`src/design/qtc_pkg.sv`:
```
// Purpose: Constants, register map and carrier types of the timer set
// Assumes: 8-bit register port, one 100 MHz clock
// Notes: The instruction clock is the system clock divided by four
package qtc_pkg;

	// ----------------------------------------------------------------
	// Register offsets
	// ----------------------------------------------------------------
	localparam logic [7:0] QTC_ADR_T0_CTL = 8'h05;
	localparam logic [7:0] QTC_ADR_INTERRUPT_STATUS_ENABLE = 8'h07;
	localparam logic [7:0] QTC_ADR_T0_LO = 8'h0b;
	localparam logic [7:0] QTC_ADR_T0_HI = 8'h0c;
	localparam logic [7:0] QTC_ADR_T1_CNT = 8'h10;
	localparam logic [7:0] QTC_ADR_T1_PER = 8'h11;
	localparam logic [7:0] QTC_ADR_T2_CNT = 8'h12;
	localparam logic [7:0] QTC_ADR_T2_PER = 8'h13;
	localparam logic [7:0] QTC_ADR_T3_LO = 8'h14;
	localparam logic [7:0] QTC_ADR_T3_HI = 8'h15;
	localparam logic [7:0] QTC_ADR_P3_LO = 8'h16;
	localparam logic [7:0] QTC_ADR_P3_HI = 8'h17;
	localparam logic [7:0] QTC_ADR_C1_LO = 8'h18;
	localparam logic [7:0] QTC_ADR_C1_HI = 8'h19;
	localparam logic [7:0] QTC_ADR_TCTL = 8'h1a;
	localparam logic [7:0] QTC_ADR_TFLG = 8'h1b;
	localparam logic [7:0] QTC_ADR_TEN = 8'h1c;
	localparam logic [7:0] QTC_ADR_DUTY1 = 8'h1d;
	localparam logic [7:0] QTC_ADR_DUTY2 = 8'h1e;

	// ----------------------------------------------------------------
	// Field positions
	// ----------------------------------------------------------------
	localparam int QTC_CTL_EDGE = 6;
	localparam int QTC_CTL_INTCLK = 5;
	localparam int QTC_CTL_PS_LSB = 1;
	localparam int QTC_CTL_PS_W = 4;
	localparam logic [7:0] QTC_CTL_MASK = 8'hfe;
	localparam int QTC_INT_TIMER_ZERO_OVERFLOW_FLAG = 5;
	localparam int QTC_INT_TIMER_ZERO_IRQ_ENABLE = 1;
	localparam int QTC_TC_T1_EXT = 0;
	localparam int QTC_TC_T2_EXT = 1;
	localparam int QTC_TC_JOIN = 2;
	localparam int QTC_TC_T3_EXT = 3;
	localparam int QTC_TC_DUAL = 4;
	localparam int QTC_TC_T1_ON = 5;
	localparam int QTC_TC_T2_ON = 6;
	localparam int QTC_TC_T3_ON = 7;
	localparam int QTC_FL_T1 = 0;
	localparam int QTC_FL_T2 = 1;
	localparam int QTC_FL_T3 = 2;
	localparam int QTC_FL_CAP1 = 3;
	localparam int QTC_FL_CAP2 = 4;
	localparam logic [7:0] QTC_FL_MASK = 8'h1f;

	// ----------------------------------------------------------------
	// Reset values
	// ----------------------------------------------------------------
	localparam logic [7:0] QTC_CTL_RST = 8'h00;
	localparam logic [7:0] QTC_INTERRUPT_STATUS_ENABLE_RST = 8'h00;
	localparam logic [7:0] QTC_TCTL_RST = 8'h00;
	localparam logic [7:0] QTC_PER8_RST = 8'hff;
	localparam logic [15:0] QTC_PER16_RST = 16'hffff;

	// ----------------------------------------------------------------
	// Timing
	// ----------------------------------------------------------------
	localparam logic [1:0] QTC_Q_LAST = 2'h3;
	localparam logic [1:0] QTC_Q_MID = 2'h1;
	localparam int QTC_CLK_NS = 10;
	localparam int QTC_SYNC_MIN_NS = 30;
	localparam int QTC_SYNC_MAX_NS = 70;
	localparam int QTC_SYNC_MIN_CYC =
		(QTC_SYNC_MIN_NS + QTC_CLK_NS - 1) / QTC_CLK_NS;
	localparam int QTC_SYNC_MAX_CYC = QTC_SYNC_MAX_NS / QTC_CLK_NS;

	// ----------------------------------------------------------------
	// Carrier types
	// ----------------------------------------------------------------
	typedef struct packed {
		logic [7:0] addr;
		logic [7:0] wdata;
		logic we;
		logic re;
	} qtc_bus_t;

	typedef struct packed {
		logic timer_zero_count_pin;
		logic shared_count_pin;
		logic timer_three_count_pin;
		logic capture_one_pin;
		logic capture_two_pin;
	} qtc_pins_t;

	typedef struct packed {
		logic [1:0] q;
		logic [7:0] ctl0;
		logic [7:0] interrupt_status_enable;
		logic [15:0] timer_zero_count;
		logic [7:0] pre;
		logic prescaler_output;
		logic psync;
		logic samp;
		logic [4:0] pins_prev;
		logic [7:0] timer_one_count;
		logic [7:0] timer_two_count;
		logic [7:0] timer_one_period;
		logic [7:0] timer_two_period;
		logic [15:0] timer_three_count;
		logic [15:0] timer_three_period;
		logic [15:0] capture_one;
		logic [7:0] tctl;
		logic [7:0] tflg;
		logic [7:0] ten;
		logic [7:0] duty1;
		logic [7:0] duty2;
		logic [1:0] pwm;
		logic [7:0] rdata;
	} qtc_state_t;

endpackage

```
`src/design/qtc_timers.sv`:
```
// Purpose: Four timer/counters with register port
// Assumes: Pins synchronous to clk_i; one instruction tick per 4 clocks
// Notes: All state is one struct, filled combinationally and registered
// Notes: Any timer zero write restarts its prescaler
//
// Function
// Timer zero is a 16-bit overflow counter on instruction clock or pin.
// Control bits four to one pick prescale 1:1 up to 1:256.
// Control bit five set counts internal clock, clear counts the pin.
// Control bit six set counts rising pin edges, clear falling.
// Timer zero wraps FFFFh to 0000h and sets its overflow flag.
// Clear enable masks timer zero request; the flag still sets.
// Vectoring to timer zero clears its overflow flag.
// Pin is prescaled first, then sampled twice per instruction cycle.
// Increment follows a pin edge by three to seven clock periods.
// Timer one is 8-bit with period; match-to-zero sets its flag.
// Timer two is 8-bit with period; match-to-zero sets its flag.
// Timers one and two may both count the shared pin.
// Joined, timer one is low byte, timer two high; sets flag one.
// Timer three is 16-bit with period; rollover sets its flag.
// Timer three in counter mode counts its own pin.
// Dual capture turns timer three period into second capture register.
// Timers one, two drive the pulse outputs; three times captures.
// Prescale value n up to eight divides by two to n, else 256.
//
// Strobed register access was chosen for this implementation.
`timescale 1ns/1ps
`default_nettype none

module qtc_timers
	import qtc_pkg::*;
(
	input wire logic clk_i,
	input wire logic rst_i,
	input wire qtc_bus_t bus_i,
	input wire qtc_pins_t pins_i,
	input wire logic t0_vector_ack_i,
	output logic [7:0] rdata_o,
	output logic [3:0] irq_o,
	output logic [1:0] pwm_o
);

	qtc_state_t st_ff;
	qtc_state_t nxt_st;

	// ----------------------------------------------------------------
	// Pin edges
	// ----------------------------------------------------------------
	wire logic [4:0] pin_rise;
	wire logic [4:0] pin_fall;

	// One edge detector per pin against last cycle's level
	for (genvar g = 0; g < 5; g++) begin : g_edge
		assign pin_rise[g] = pins_i[g] & ~st_ff.pins_prev[g];
		assign pin_fall[g] = ~pins_i[g] & st_ff.pins_prev[g];
	end

	// ----------------------------------------------------------------
	// Next state
	// ----------------------------------------------------------------
	always_comb begin
		logic tick;
		logic samp_en;
		logic [4:0] rise;
		logic [4:0] fall;
		logic t0_ev;
		logic [3:0] ps;
		logic [7:0] ps_mask;
		logic fire;
		logic inc0;
		logic t0_ovf;
		logic t1_ev;
		logic t2_ev;
		logic t3_ev;
		logic [15:0] pair;
		logic [15:0] pair_per;
		logic [15:0] t3_lim;
		logic [7:0] fl_set;
		logic [7:0] fl_clr;
		logic join16;
		logic dual;
		logic t0_wr;
		tick = 1'b0;
		samp_en = 1'b0;
		rise = '0;
		fall = '0;
		t0_ev = 1'b0;
		ps = '0;
		ps_mask = '0;
		fire = 1'b0;
		inc0 = 1'b0;
		t0_ovf = 1'b0;
		t1_ev = 1'b0;
		t2_ev = 1'b0;
		t3_ev = 1'b0;
		pair = '0;
		pair_per = '0;
		t3_lim = '0;
		fl_set = '0;
		fl_clr = '0;
		join16 = 1'b0;
		dual = 1'b0;
		t0_wr = 1'b0;
		nxt_st = st_ff;

		// --------------------------------------------------------
		// Instruction clock
		// --------------------------------------------------------
		// One tick per four system clocks, two sample points per tick
		nxt_st.q = st_ff.q + 2'h1;
		tick = (st_ff.q == QTC_Q_LAST);
		samp_en = (st_ff.q == QTC_Q_LAST) || (st_ff.q == QTC_Q_MID);

		// Edges from the per-pin detectors; keep levels for next cycle
		rise = pin_rise;
		fall = pin_fall;
		nxt_st.pins_prev = pins_i;

		// --------------------------------------------------------
		// Timer zero source and prescaler
		// --------------------------------------------------------
		// Timer zero source: instruction tick or selected pin edge
		if (st_ff.ctl0[QTC_CTL_INTCLK]) begin
			t0_ev = tick;
		end else if (st_ff.ctl0[QTC_CTL_EDGE]) begin
			t0_ev = rise[4];
		end else begin
			t0_ev = fall[4];
		end

		// Prescaler: fires when the low n bits roll over
		ps = st_ff.ctl0[QTC_CTL_PS_LSB +: QTC_CTL_PS_W];
		if (ps >= 4'h8) begin
			ps_mask = 8'hff;
		end else begin
			ps_mask = 8'((9'h001 << ps) - 9'h001);
		end
		if (t0_ev) begin
			nxt_st.pre = st_ff.pre + 8'h01;
		end
		fire = t0_ev && ((st_ff.pre & ps_mask) == ps_mask);

		// External path: prescaled output toggles, sampled twice per cycle
		if (fire && !st_ff.ctl0[QTC_CTL_INTCLK]) begin
			nxt_st.prescaler_output = ~st_ff.prescaler_output;
		end
		// Extra stage: first sample comes three clocks after the pin edge
		nxt_st.psync = st_ff.prescaler_output;
		if (samp_en) begin
			nxt_st.samp = st_ff.psync;
		end
		if (st_ff.ctl0[QTC_CTL_INTCLK]) begin
			inc0 = fire;
		end else begin
			inc0 = samp_en && (st_ff.psync != st_ff.samp);
		end

		// --------------------------------------------------------
		// Timer zero count
		// --------------------------------------------------------
		// Timer zero counts up and wraps
		if (inc0) begin
			nxt_st.timer_zero_count = st_ff.timer_zero_count + 16'h0001;
			t0_ovf = (st_ff.timer_zero_count == 16'hffff);
		end

		// --------------------------------------------------------
		// Timers one and two
		// --------------------------------------------------------
		// Timers one and two sources; both may take the shared pin
		t1_ev = st_ff.tctl[QTC_TC_T1_ON] &&
			(st_ff.tctl[QTC_TC_T1_EXT] ? rise[3] : tick);
		t2_ev = st_ff.tctl[QTC_TC_T2_ON] &&
			(st_ff.tctl[QTC_TC_T2_EXT] ? rise[3] : tick);
		join16 = st_ff.tctl[QTC_TC_JOIN];
		pair = {st_ff.timer_two_count, st_ff.timer_one_count};
		pair_per = {st_ff.timer_two_period, st_ff.timer_one_period};
		if (join16) begin
			if (t1_ev) begin
				if (pair == pair_per) begin
					nxt_st.timer_one_count = 8'h00;
					nxt_st.timer_two_count = 8'h00;
					fl_set[QTC_FL_T1] = 1'b1;
				end else begin
					pair = pair + 16'h0001;
					nxt_st.timer_one_count = pair[7:0];
					nxt_st.timer_two_count = pair[15:8];
				end
			end
		end else begin
			if (t1_ev) begin
				if (st_ff.timer_one_count == st_ff.timer_one_period) begin
					nxt_st.timer_one_count = 8'h00;
					fl_set[QTC_FL_T1] = 1'b1;
				end else begin
					nxt_st.timer_one_count = st_ff.timer_one_count + 8'h01;
				end
			end
			if (t2_ev) begin
				if (st_ff.timer_two_count == st_ff.timer_two_period) begin
					nxt_st.timer_two_count = 8'h00;
					fl_set[QTC_FL_T2] = 1'b1;
				end else begin
					nxt_st.timer_two_count = st_ff.timer_two_count + 8'h01;
				end
			end
		end

		// --------------------------------------------------------
		// Timer three
		// --------------------------------------------------------
		// Timer three: own pin or tick; free run to FFFFh in dual capture
		dual = st_ff.tctl[QTC_TC_DUAL];
		t3_ev = st_ff.tctl[QTC_TC_T3_ON] &&
			(st_ff.tctl[QTC_TC_T3_EXT] ? rise[2] : tick);
		t3_lim = dual ? 16'hffff : st_ff.timer_three_period;
		if (t3_ev) begin
			if (st_ff.timer_three_count == t3_lim) begin
				nxt_st.timer_three_count = 16'h0000;
				fl_set[QTC_FL_T3] = 1'b1;
			end else begin
				nxt_st.timer_three_count = st_ff.timer_three_count + 16'h0001;
			end
		end

		// --------------------------------------------------------
		// Captures
		// --------------------------------------------------------
		// Input captures on rising edges take timer three's count
		if (rise[1]) begin
			nxt_st.capture_one = st_ff.timer_three_count;
			fl_set[QTC_FL_CAP1] = 1'b1;
		end
		if (rise[0] && dual) begin
			nxt_st.timer_three_period = st_ff.timer_three_count;
			fl_set[QTC_FL_CAP2] = 1'b1;
		end

		// --------------------------------------------------------
		// Pulse outputs
		// --------------------------------------------------------
		// Pulse outputs high while the time base is below the duty value
		nxt_st.pwm[0] = st_ff.timer_one_count < st_ff.duty1;
		nxt_st.pwm[1] = st_ff.timer_two_count < st_ff.duty2;

		// --------------------------------------------------------
		// Register writes
		// --------------------------------------------------------
		// Register writes; a count write overrides that cycle's increment
		if (bus_i.we) begin
			unique case (bus_i.addr)
				QTC_ADR_T0_CTL: nxt_st.ctl0 = bus_i.wdata & QTC_CTL_MASK;
				QTC_ADR_INTERRUPT_STATUS_ENABLE: nxt_st.interrupt_status_enable = bus_i.wdata;
				QTC_ADR_T0_LO: nxt_st.timer_zero_count[7:0] = bus_i.wdata;
				QTC_ADR_T0_HI: nxt_st.timer_zero_count[15:8] = bus_i.wdata;
				QTC_ADR_T1_CNT: nxt_st.timer_one_count = bus_i.wdata;
				QTC_ADR_T1_PER: nxt_st.timer_one_period = bus_i.wdata;
				QTC_ADR_T2_CNT: nxt_st.timer_two_count = bus_i.wdata;
				QTC_ADR_T2_PER: nxt_st.timer_two_period = bus_i.wdata;
				QTC_ADR_T3_LO: nxt_st.timer_three_count[7:0] = bus_i.wdata;
				QTC_ADR_T3_HI: nxt_st.timer_three_count[15:8] = bus_i.wdata;
				QTC_ADR_P3_LO: nxt_st.timer_three_period[7:0] = bus_i.wdata;
				QTC_ADR_P3_HI: nxt_st.timer_three_period[15:8] = bus_i.wdata;
				QTC_ADR_TCTL: nxt_st.tctl = bus_i.wdata;
				QTC_ADR_TFLG: fl_clr = bus_i.wdata & QTC_FL_MASK;
				QTC_ADR_TEN: nxt_st.ten = bus_i.wdata & QTC_FL_MASK;
				QTC_ADR_DUTY1: nxt_st.duty1 = bus_i.wdata;
				QTC_ADR_DUTY2: nxt_st.duty2 = bus_i.wdata;
				default: ;
			endcase
		end

		// A timer zero write restarts the prescaler at a clean phase
		t0_wr = bus_i.we && (bus_i.addr == QTC_ADR_T0_CTL ||
			bus_i.addr == QTC_ADR_T0_LO || bus_i.addr == QTC_ADR_T0_HI);
		if (t0_wr) begin
			nxt_st.pre = 8'h00;
		end

		// --------------------------------------------------------
		// Flags
		// --------------------------------------------------------
		// Vector acknowledge clears the overflow flag; a new overflow wins
		if (t0_vector_ack_i) begin
			nxt_st.interrupt_status_enable[QTC_INT_TIMER_ZERO_OVERFLOW_FLAG] = 1'b0;
		end
		if (t0_ovf) begin
			nxt_st.interrupt_status_enable[QTC_INT_TIMER_ZERO_OVERFLOW_FLAG] = 1'b1;
		end

		// Write-one-to-clear flags, set wins over clear
		nxt_st.tflg = (st_ff.tflg & ~fl_clr) | fl_set;

		// --------------------------------------------------------
		// Read data
		// --------------------------------------------------------
		// Read data stand one cycle after the read strobe
		nxt_st.rdata = 8'h00;
		if (bus_i.re) begin
			unique case (bus_i.addr)
				QTC_ADR_T0_CTL: nxt_st.rdata = st_ff.ctl0;
				QTC_ADR_INTERRUPT_STATUS_ENABLE: nxt_st.rdata = st_ff.interrupt_status_enable;
				QTC_ADR_T0_LO: nxt_st.rdata = st_ff.timer_zero_count[7:0];
				QTC_ADR_T0_HI: nxt_st.rdata = st_ff.timer_zero_count[15:8];
				QTC_ADR_T1_CNT: nxt_st.rdata = st_ff.timer_one_count;
				QTC_ADR_T1_PER: nxt_st.rdata = st_ff.timer_one_period;
				QTC_ADR_T2_CNT: nxt_st.rdata = st_ff.timer_two_count;
				QTC_ADR_T2_PER: nxt_st.rdata = st_ff.timer_two_period;
				QTC_ADR_T3_LO: nxt_st.rdata = st_ff.timer_three_count[7:0];
				QTC_ADR_T3_HI: nxt_st.rdata = st_ff.timer_three_count[15:8];
				QTC_ADR_P3_LO: nxt_st.rdata = st_ff.timer_three_period[7:0];
				QTC_ADR_P3_HI: nxt_st.rdata = st_ff.timer_three_period[15:8];
				QTC_ADR_C1_LO: nxt_st.rdata = st_ff.capture_one[7:0];
				QTC_ADR_C1_HI: nxt_st.rdata = st_ff.capture_one[15:8];
				QTC_ADR_TCTL: nxt_st.rdata = st_ff.tctl;
				QTC_ADR_TFLG: nxt_st.rdata = st_ff.tflg;
				QTC_ADR_TEN: nxt_st.rdata = st_ff.ten;
				QTC_ADR_DUTY1: nxt_st.rdata = st_ff.duty1;
				QTC_ADR_DUTY2: nxt_st.rdata = st_ff.duty2;
				default: nxt_st.rdata = 8'h00;
			endcase
		end
	end

	// ----------------------------------------------------------------
	// State register
	// ----------------------------------------------------------------
	// Every field restarts at a fixed value; pin levels idle low
	always_ff @(posedge clk_i) begin
		if (rst_i) begin
			st_ff.q <= 2'h0;
			st_ff.ctl0 <= QTC_CTL_RST;
			st_ff.interrupt_status_enable <= QTC_INTERRUPT_STATUS_ENABLE_RST;
			st_ff.timer_zero_count <= 16'h0000;
			st_ff.pre <= 8'h00;
			st_ff.prescaler_output <= 1'b0;
			st_ff.psync <= 1'b0;
			st_ff.samp <= 1'b0;
			st_ff.pins_prev <= 5'h00;
			st_ff.timer_one_count <= 8'h00;
			st_ff.timer_two_count <= 8'h00;
			st_ff.timer_one_period <= QTC_PER8_RST;
			st_ff.timer_two_period <= QTC_PER8_RST;
			st_ff.timer_three_count <= 16'h0000;
			st_ff.timer_three_period <= QTC_PER16_RST;
			st_ff.capture_one <= 16'h0000;
			st_ff.tctl <= QTC_TCTL_RST;
			st_ff.tflg <= 8'h00;
			st_ff.ten <= 8'h00;
			st_ff.duty1 <= 8'h00;
			st_ff.duty2 <= 8'h00;
			st_ff.pwm <= 2'h0;
			st_ff.rdata <= 8'h00;
		end else begin
			st_ff <= nxt_st;
		end
	end

	// ----------------------------------------------------------------
	// Outputs
	// ----------------------------------------------------------------
	// Requests gated by their enables; flags set regardless
	assign irq_o[0] = st_ff.interrupt_status_enable[QTC_INT_TIMER_ZERO_OVERFLOW_FLAG] &
		st_ff.interrupt_status_enable[QTC_INT_TIMER_ZERO_IRQ_ENABLE];
	// Timers one to three; captures share timer three's request
	assign irq_o[1] = st_ff.tflg[QTC_FL_T1] & st_ff.ten[QTC_FL_T1];
	assign irq_o[2] = st_ff.tflg[QTC_FL_T2] & st_ff.ten[QTC_FL_T2];
	assign irq_o[3] = |(st_ff.tflg[4:2] & st_ff.ten[4:2]);
	// Data outputs straight from flip-flops
	assign rdata_o = st_ff.rdata;
	assign pwm_o = st_ff.pwm;

endmodule // qtc_timers

`default_nettype wire

```
`config.mk`:
```
export PLATFORM = sky130hd
export DESIGN_NAME = qtc_timers
export DESIGN_NICKNAME = d
export VERILOG_FILES = /design/src/design/qtc_pkg.sv /design/src/design/qtc_timers.sv
export SDC_FILE = /design/constraint.sdc
export NUM_CORES = 1
export LEC_CHECK = 0
export ABC_AREA = 1
export BUFFER_PORTS_ARGS = -buffer_cell sky130_fd_sc_hd__buf_2
export CAP_MARGIN = 20
export CORE_MARGIN = 4
export CORE_UTILIZATION = 63
export CTS_CLUSTER_DIAMETER = 150
export DETAILED_ROUTE_END_ITERATION = 16
export PLACE_DENSITY = 0.81
export SYNTH_ARGS = -nofsm -noshare
export SYNTH_HDL_FRONTEND = slang
export SYNTH_SLANG_ARGS = --single-unit
```
`constraint.sdc`:
```
create_clock -name clk_i -period 2.3 [get_ports clk_i]
set_clock_uncertainty 0.05 [all_clocks]
set_input_delay 0.115 -clock clk_i [delete_from_list [all_inputs] [get_ports clk_i]]
set_output_delay 0.115 -clock clk_i [all_outputs]
set_load 0.1 [all_outputs]
```
==> results.yml <==
outcome:
  status: "complete, no violations"
route:
  vias: 11200
  routedLengthMet1_mm: 14.0
  wl_mm: 37.2
  maxUsedRoutingLayer: "met5"
  drc: 0
  wl_met3_mm: 4.66
  dr.pass1.iters: 7
  ant_nets: 0
  wl_met2_mm: 16.5
  viasPerCell: 6.16
  detail_route.wl_per_cell_um: 20.5
  drt_iter0_markers: 1487
layout:
  drive_above_1_share_pct: 11.9
  area_growth_pct: 13.5
  layout.nets: 1638
  layout_commonest_cell: "nand2_1"
  nFillCells: 1290
  final_cell_mix: "275 x nand2_1, 196 x inv_1, 168 x dfxtp_1"
  fin_cells: 1815
floorplanning:
  fp.dieH_um: 134
  die-width_um: 134
  initial_core_util_pct: 65.0
  ioPinCount: 40
  rows: 45
  die-area_um2: 18000
  coreArea_um2: 15400
sta:
  fmax_ghz: 0.458
  whs_ps: 22.5
  finalHoldViolCount: 0
  tightest_slew_ps: 577
  relSlewSlack_pct: 61.5
  setup_viol_count_final: 0
  maxSlewViolCount: 0
  period_share_pct: 94.9
  min_period_ps: 2180
  fin_setup_tns_ps: 0
critical_path:
  cpMaxStageDelayCell: "dfxtp_1"
  criticalPathCategory: "reg -> reg"
  end_kind: "flop"
  r2r_start: "st_ff[171]"
  crit_path_max_fanout: 7
  setup.worst_path.start: "st_ff[171]"
  required_ps: 2590
  slowest_delay_ps: 370
  cp.arrival_ps: 2480
  start_kind: "flop"
  path_cells: "nor2_2 -> nand2_2 -> ha_1 -> nand2_1 -> nand2_1 -> nand3_1 -> nor2_1 -> nand2_1 -> nor2_4 -> nand3_4 -> buf_4 -> nand3_1 -> nand3_1 -> o21ai_0 -> inv_1"
cts:
  cts_tree: "built"
  htreeDepth: 4
  cts-root-buf: "clkbuf_16"
  clock_tree.buffer_depth: 2
  numCtsBuffers: 17
  clk_pin_slew_ps: 80
  insertion_delay_ps: 450
  cts_num_sinks: 173
yosys:
  synth.cell_area_um2: 10000
  yosys.area.top_type_share_pct: 34.5
  syn_inst: 1520
  yosys-top-cells-area: "dfxtp_1 35%, nand2_1 10%, o21ai_0 7.6%"
  synth_top_cell_by_area: "dfxtp_1"
  ys_ff_latch: 173
  synth_top_flop_cell: "dfxtp_1"
  yosys.area_share.simple_pct: 26.9
  synthMuxAreaShare_pct: 0
  synth_xor_area_share_pct: 4.19
  synth_top_family_by_area: "simple AND/OR/NAND/NOR gates"
  ys_types: 49
  yosysWarnings: 0
  synth_compound_area_share_pct: 20.5
  syn_nets: 1568
  ys_seq_area_share_pct: 34.5
  synthAdderAreaFrac_pct: 2.74
  synth-edff-count: 0
  avgSynthCellArea_um2: 6.60
  async_flop_share_pct: 0
worst_hold_path:
  min_from: "bus_i[0]"
  hold_path.class: "in -> reg"
flow_run:
  maxCapViolCount: 0
power_and_ir_drop:
  p_leak_nw: 4.93
  finalPower_w: 0.00629
  cellPowerDensity_nw_per_um2: 553
  irDropWorstVdd_mv: 0.740
global_routing:
  grt_use_total_pct: 40.0
  grt_overflow: 0
  antenna_found_initial: 1
  grt_first_pass_wirelength_mm: 55.8
  grt_pass1_vias: 10100
  grt_max_degree: 34
place:
  placedCellCount: 1769
  dp_hpwl_mm: 27.3
  port_buffers: 39
  place.gp.congestion: 1.05
[state kept, by name, indices dropped and copies added (netlist names)]
signal   flops
nxt_st       1
pwm_o        2
rdata_o      8
st_ff      162
[synth_stat cells, drive strengths merged (3+ instances only)]
cell     number
nor3b         3
a21oi       124
or2           3
a211oi       13
o211ai       11
dfxtp       173
inv         212
o221ai        5
nand4        18
xor2         48
nand2       280
nor4          3
ha           22
buf          27
o2bb2ai       4
o31ai         4
o22ai        26
nor2        178
clkbuf       35
o21ai       170
a31oi         5
nand3       119
nor3         23
[cell type report]
type | count | area, um^2 | share of cell area (%)
Multi-Input combinational cell | 1071 | 5500 | 48.3
Sequential cell | 173 | 3470 | 30.5
Inverter | 214 | 803 | 7.06
Timing Repair Buffer | 113 | 774 | 6.80
Clock buffer | 20 | 467 | 4.10
Tap cell | 211 | 264 | 2.32
Clock inverter | 12 | 101 | 0.890
Antenna cell | 1 | 2.50 | 0.0220
[path summary, 6_finish.rpt]
path,endpoint,depth (start not counted),slack (ps)
setup / recovery,st_ff[148],15,120
hold reg to reg,st_ff[169],2,410
setup reg to reg,st_ff[148],15,120
hold / removal,rdata_o[0],3,20
[per-layer routing]
layer,vias to the layer above,GRT usage (%)
met5,-,0
met4,2,20.1
met3,154,9.38
met2,765,62.7
met1,5106,51.7
li1,5150,-
[stage by stage]
step / setup WS [ps] / instance area, um^2 / util [%]
floorplan: 274 / 10000 / -
global route: -18.9 / 11400 / 73.8
finish: 118 / 11400 / 73.8
global placement: 195 / 10600 / 69.0
CTS: 105 / 11300 / 73.2
detailed placement: 137 / 10600 / 69.0
[critical path: cells and delay by family, from the launching register on]
kind | cells | cell delay, ps
buffers and inverters | 2 | 260
AOI/OAI and AO/OA | 1 | 80
DFF | 1 | 370
adders and majority gates | 1 | 270
and+or+nand+nor | 11 | 1030
[cells by family (layout without fill, tap and decap cells)]
logic type                 Yosys count  in the layout
xor gates and xnor gates            48             48
other                                0              1
adders and majority gates           22             22
DFF                                173            173
buffers and inverters              276            359
AOI/OAI and AO/OA                  373            373
and+or+nand+nor                    628            628
[timing repair]
| action | CTS | global route |
|---|---|---|
| buffers inserted | 0 | 5 |
| endpoints found under the hold margin | 8 | 0 |
| hold buffers | 8 | 0 |
| endpoints found under the setup margin | 0 | 25 |
| gates resized for setup | 0 | 15 |
[report_power, final]
part	internal (W)	leakage [nW]	switching [W]
clock network	0.00149	0.269	0.00133
logic	0.000110	3.26	0.000299
registers	0.00303	1.40	0.0000279
Power figures use the tool's default switching activity.
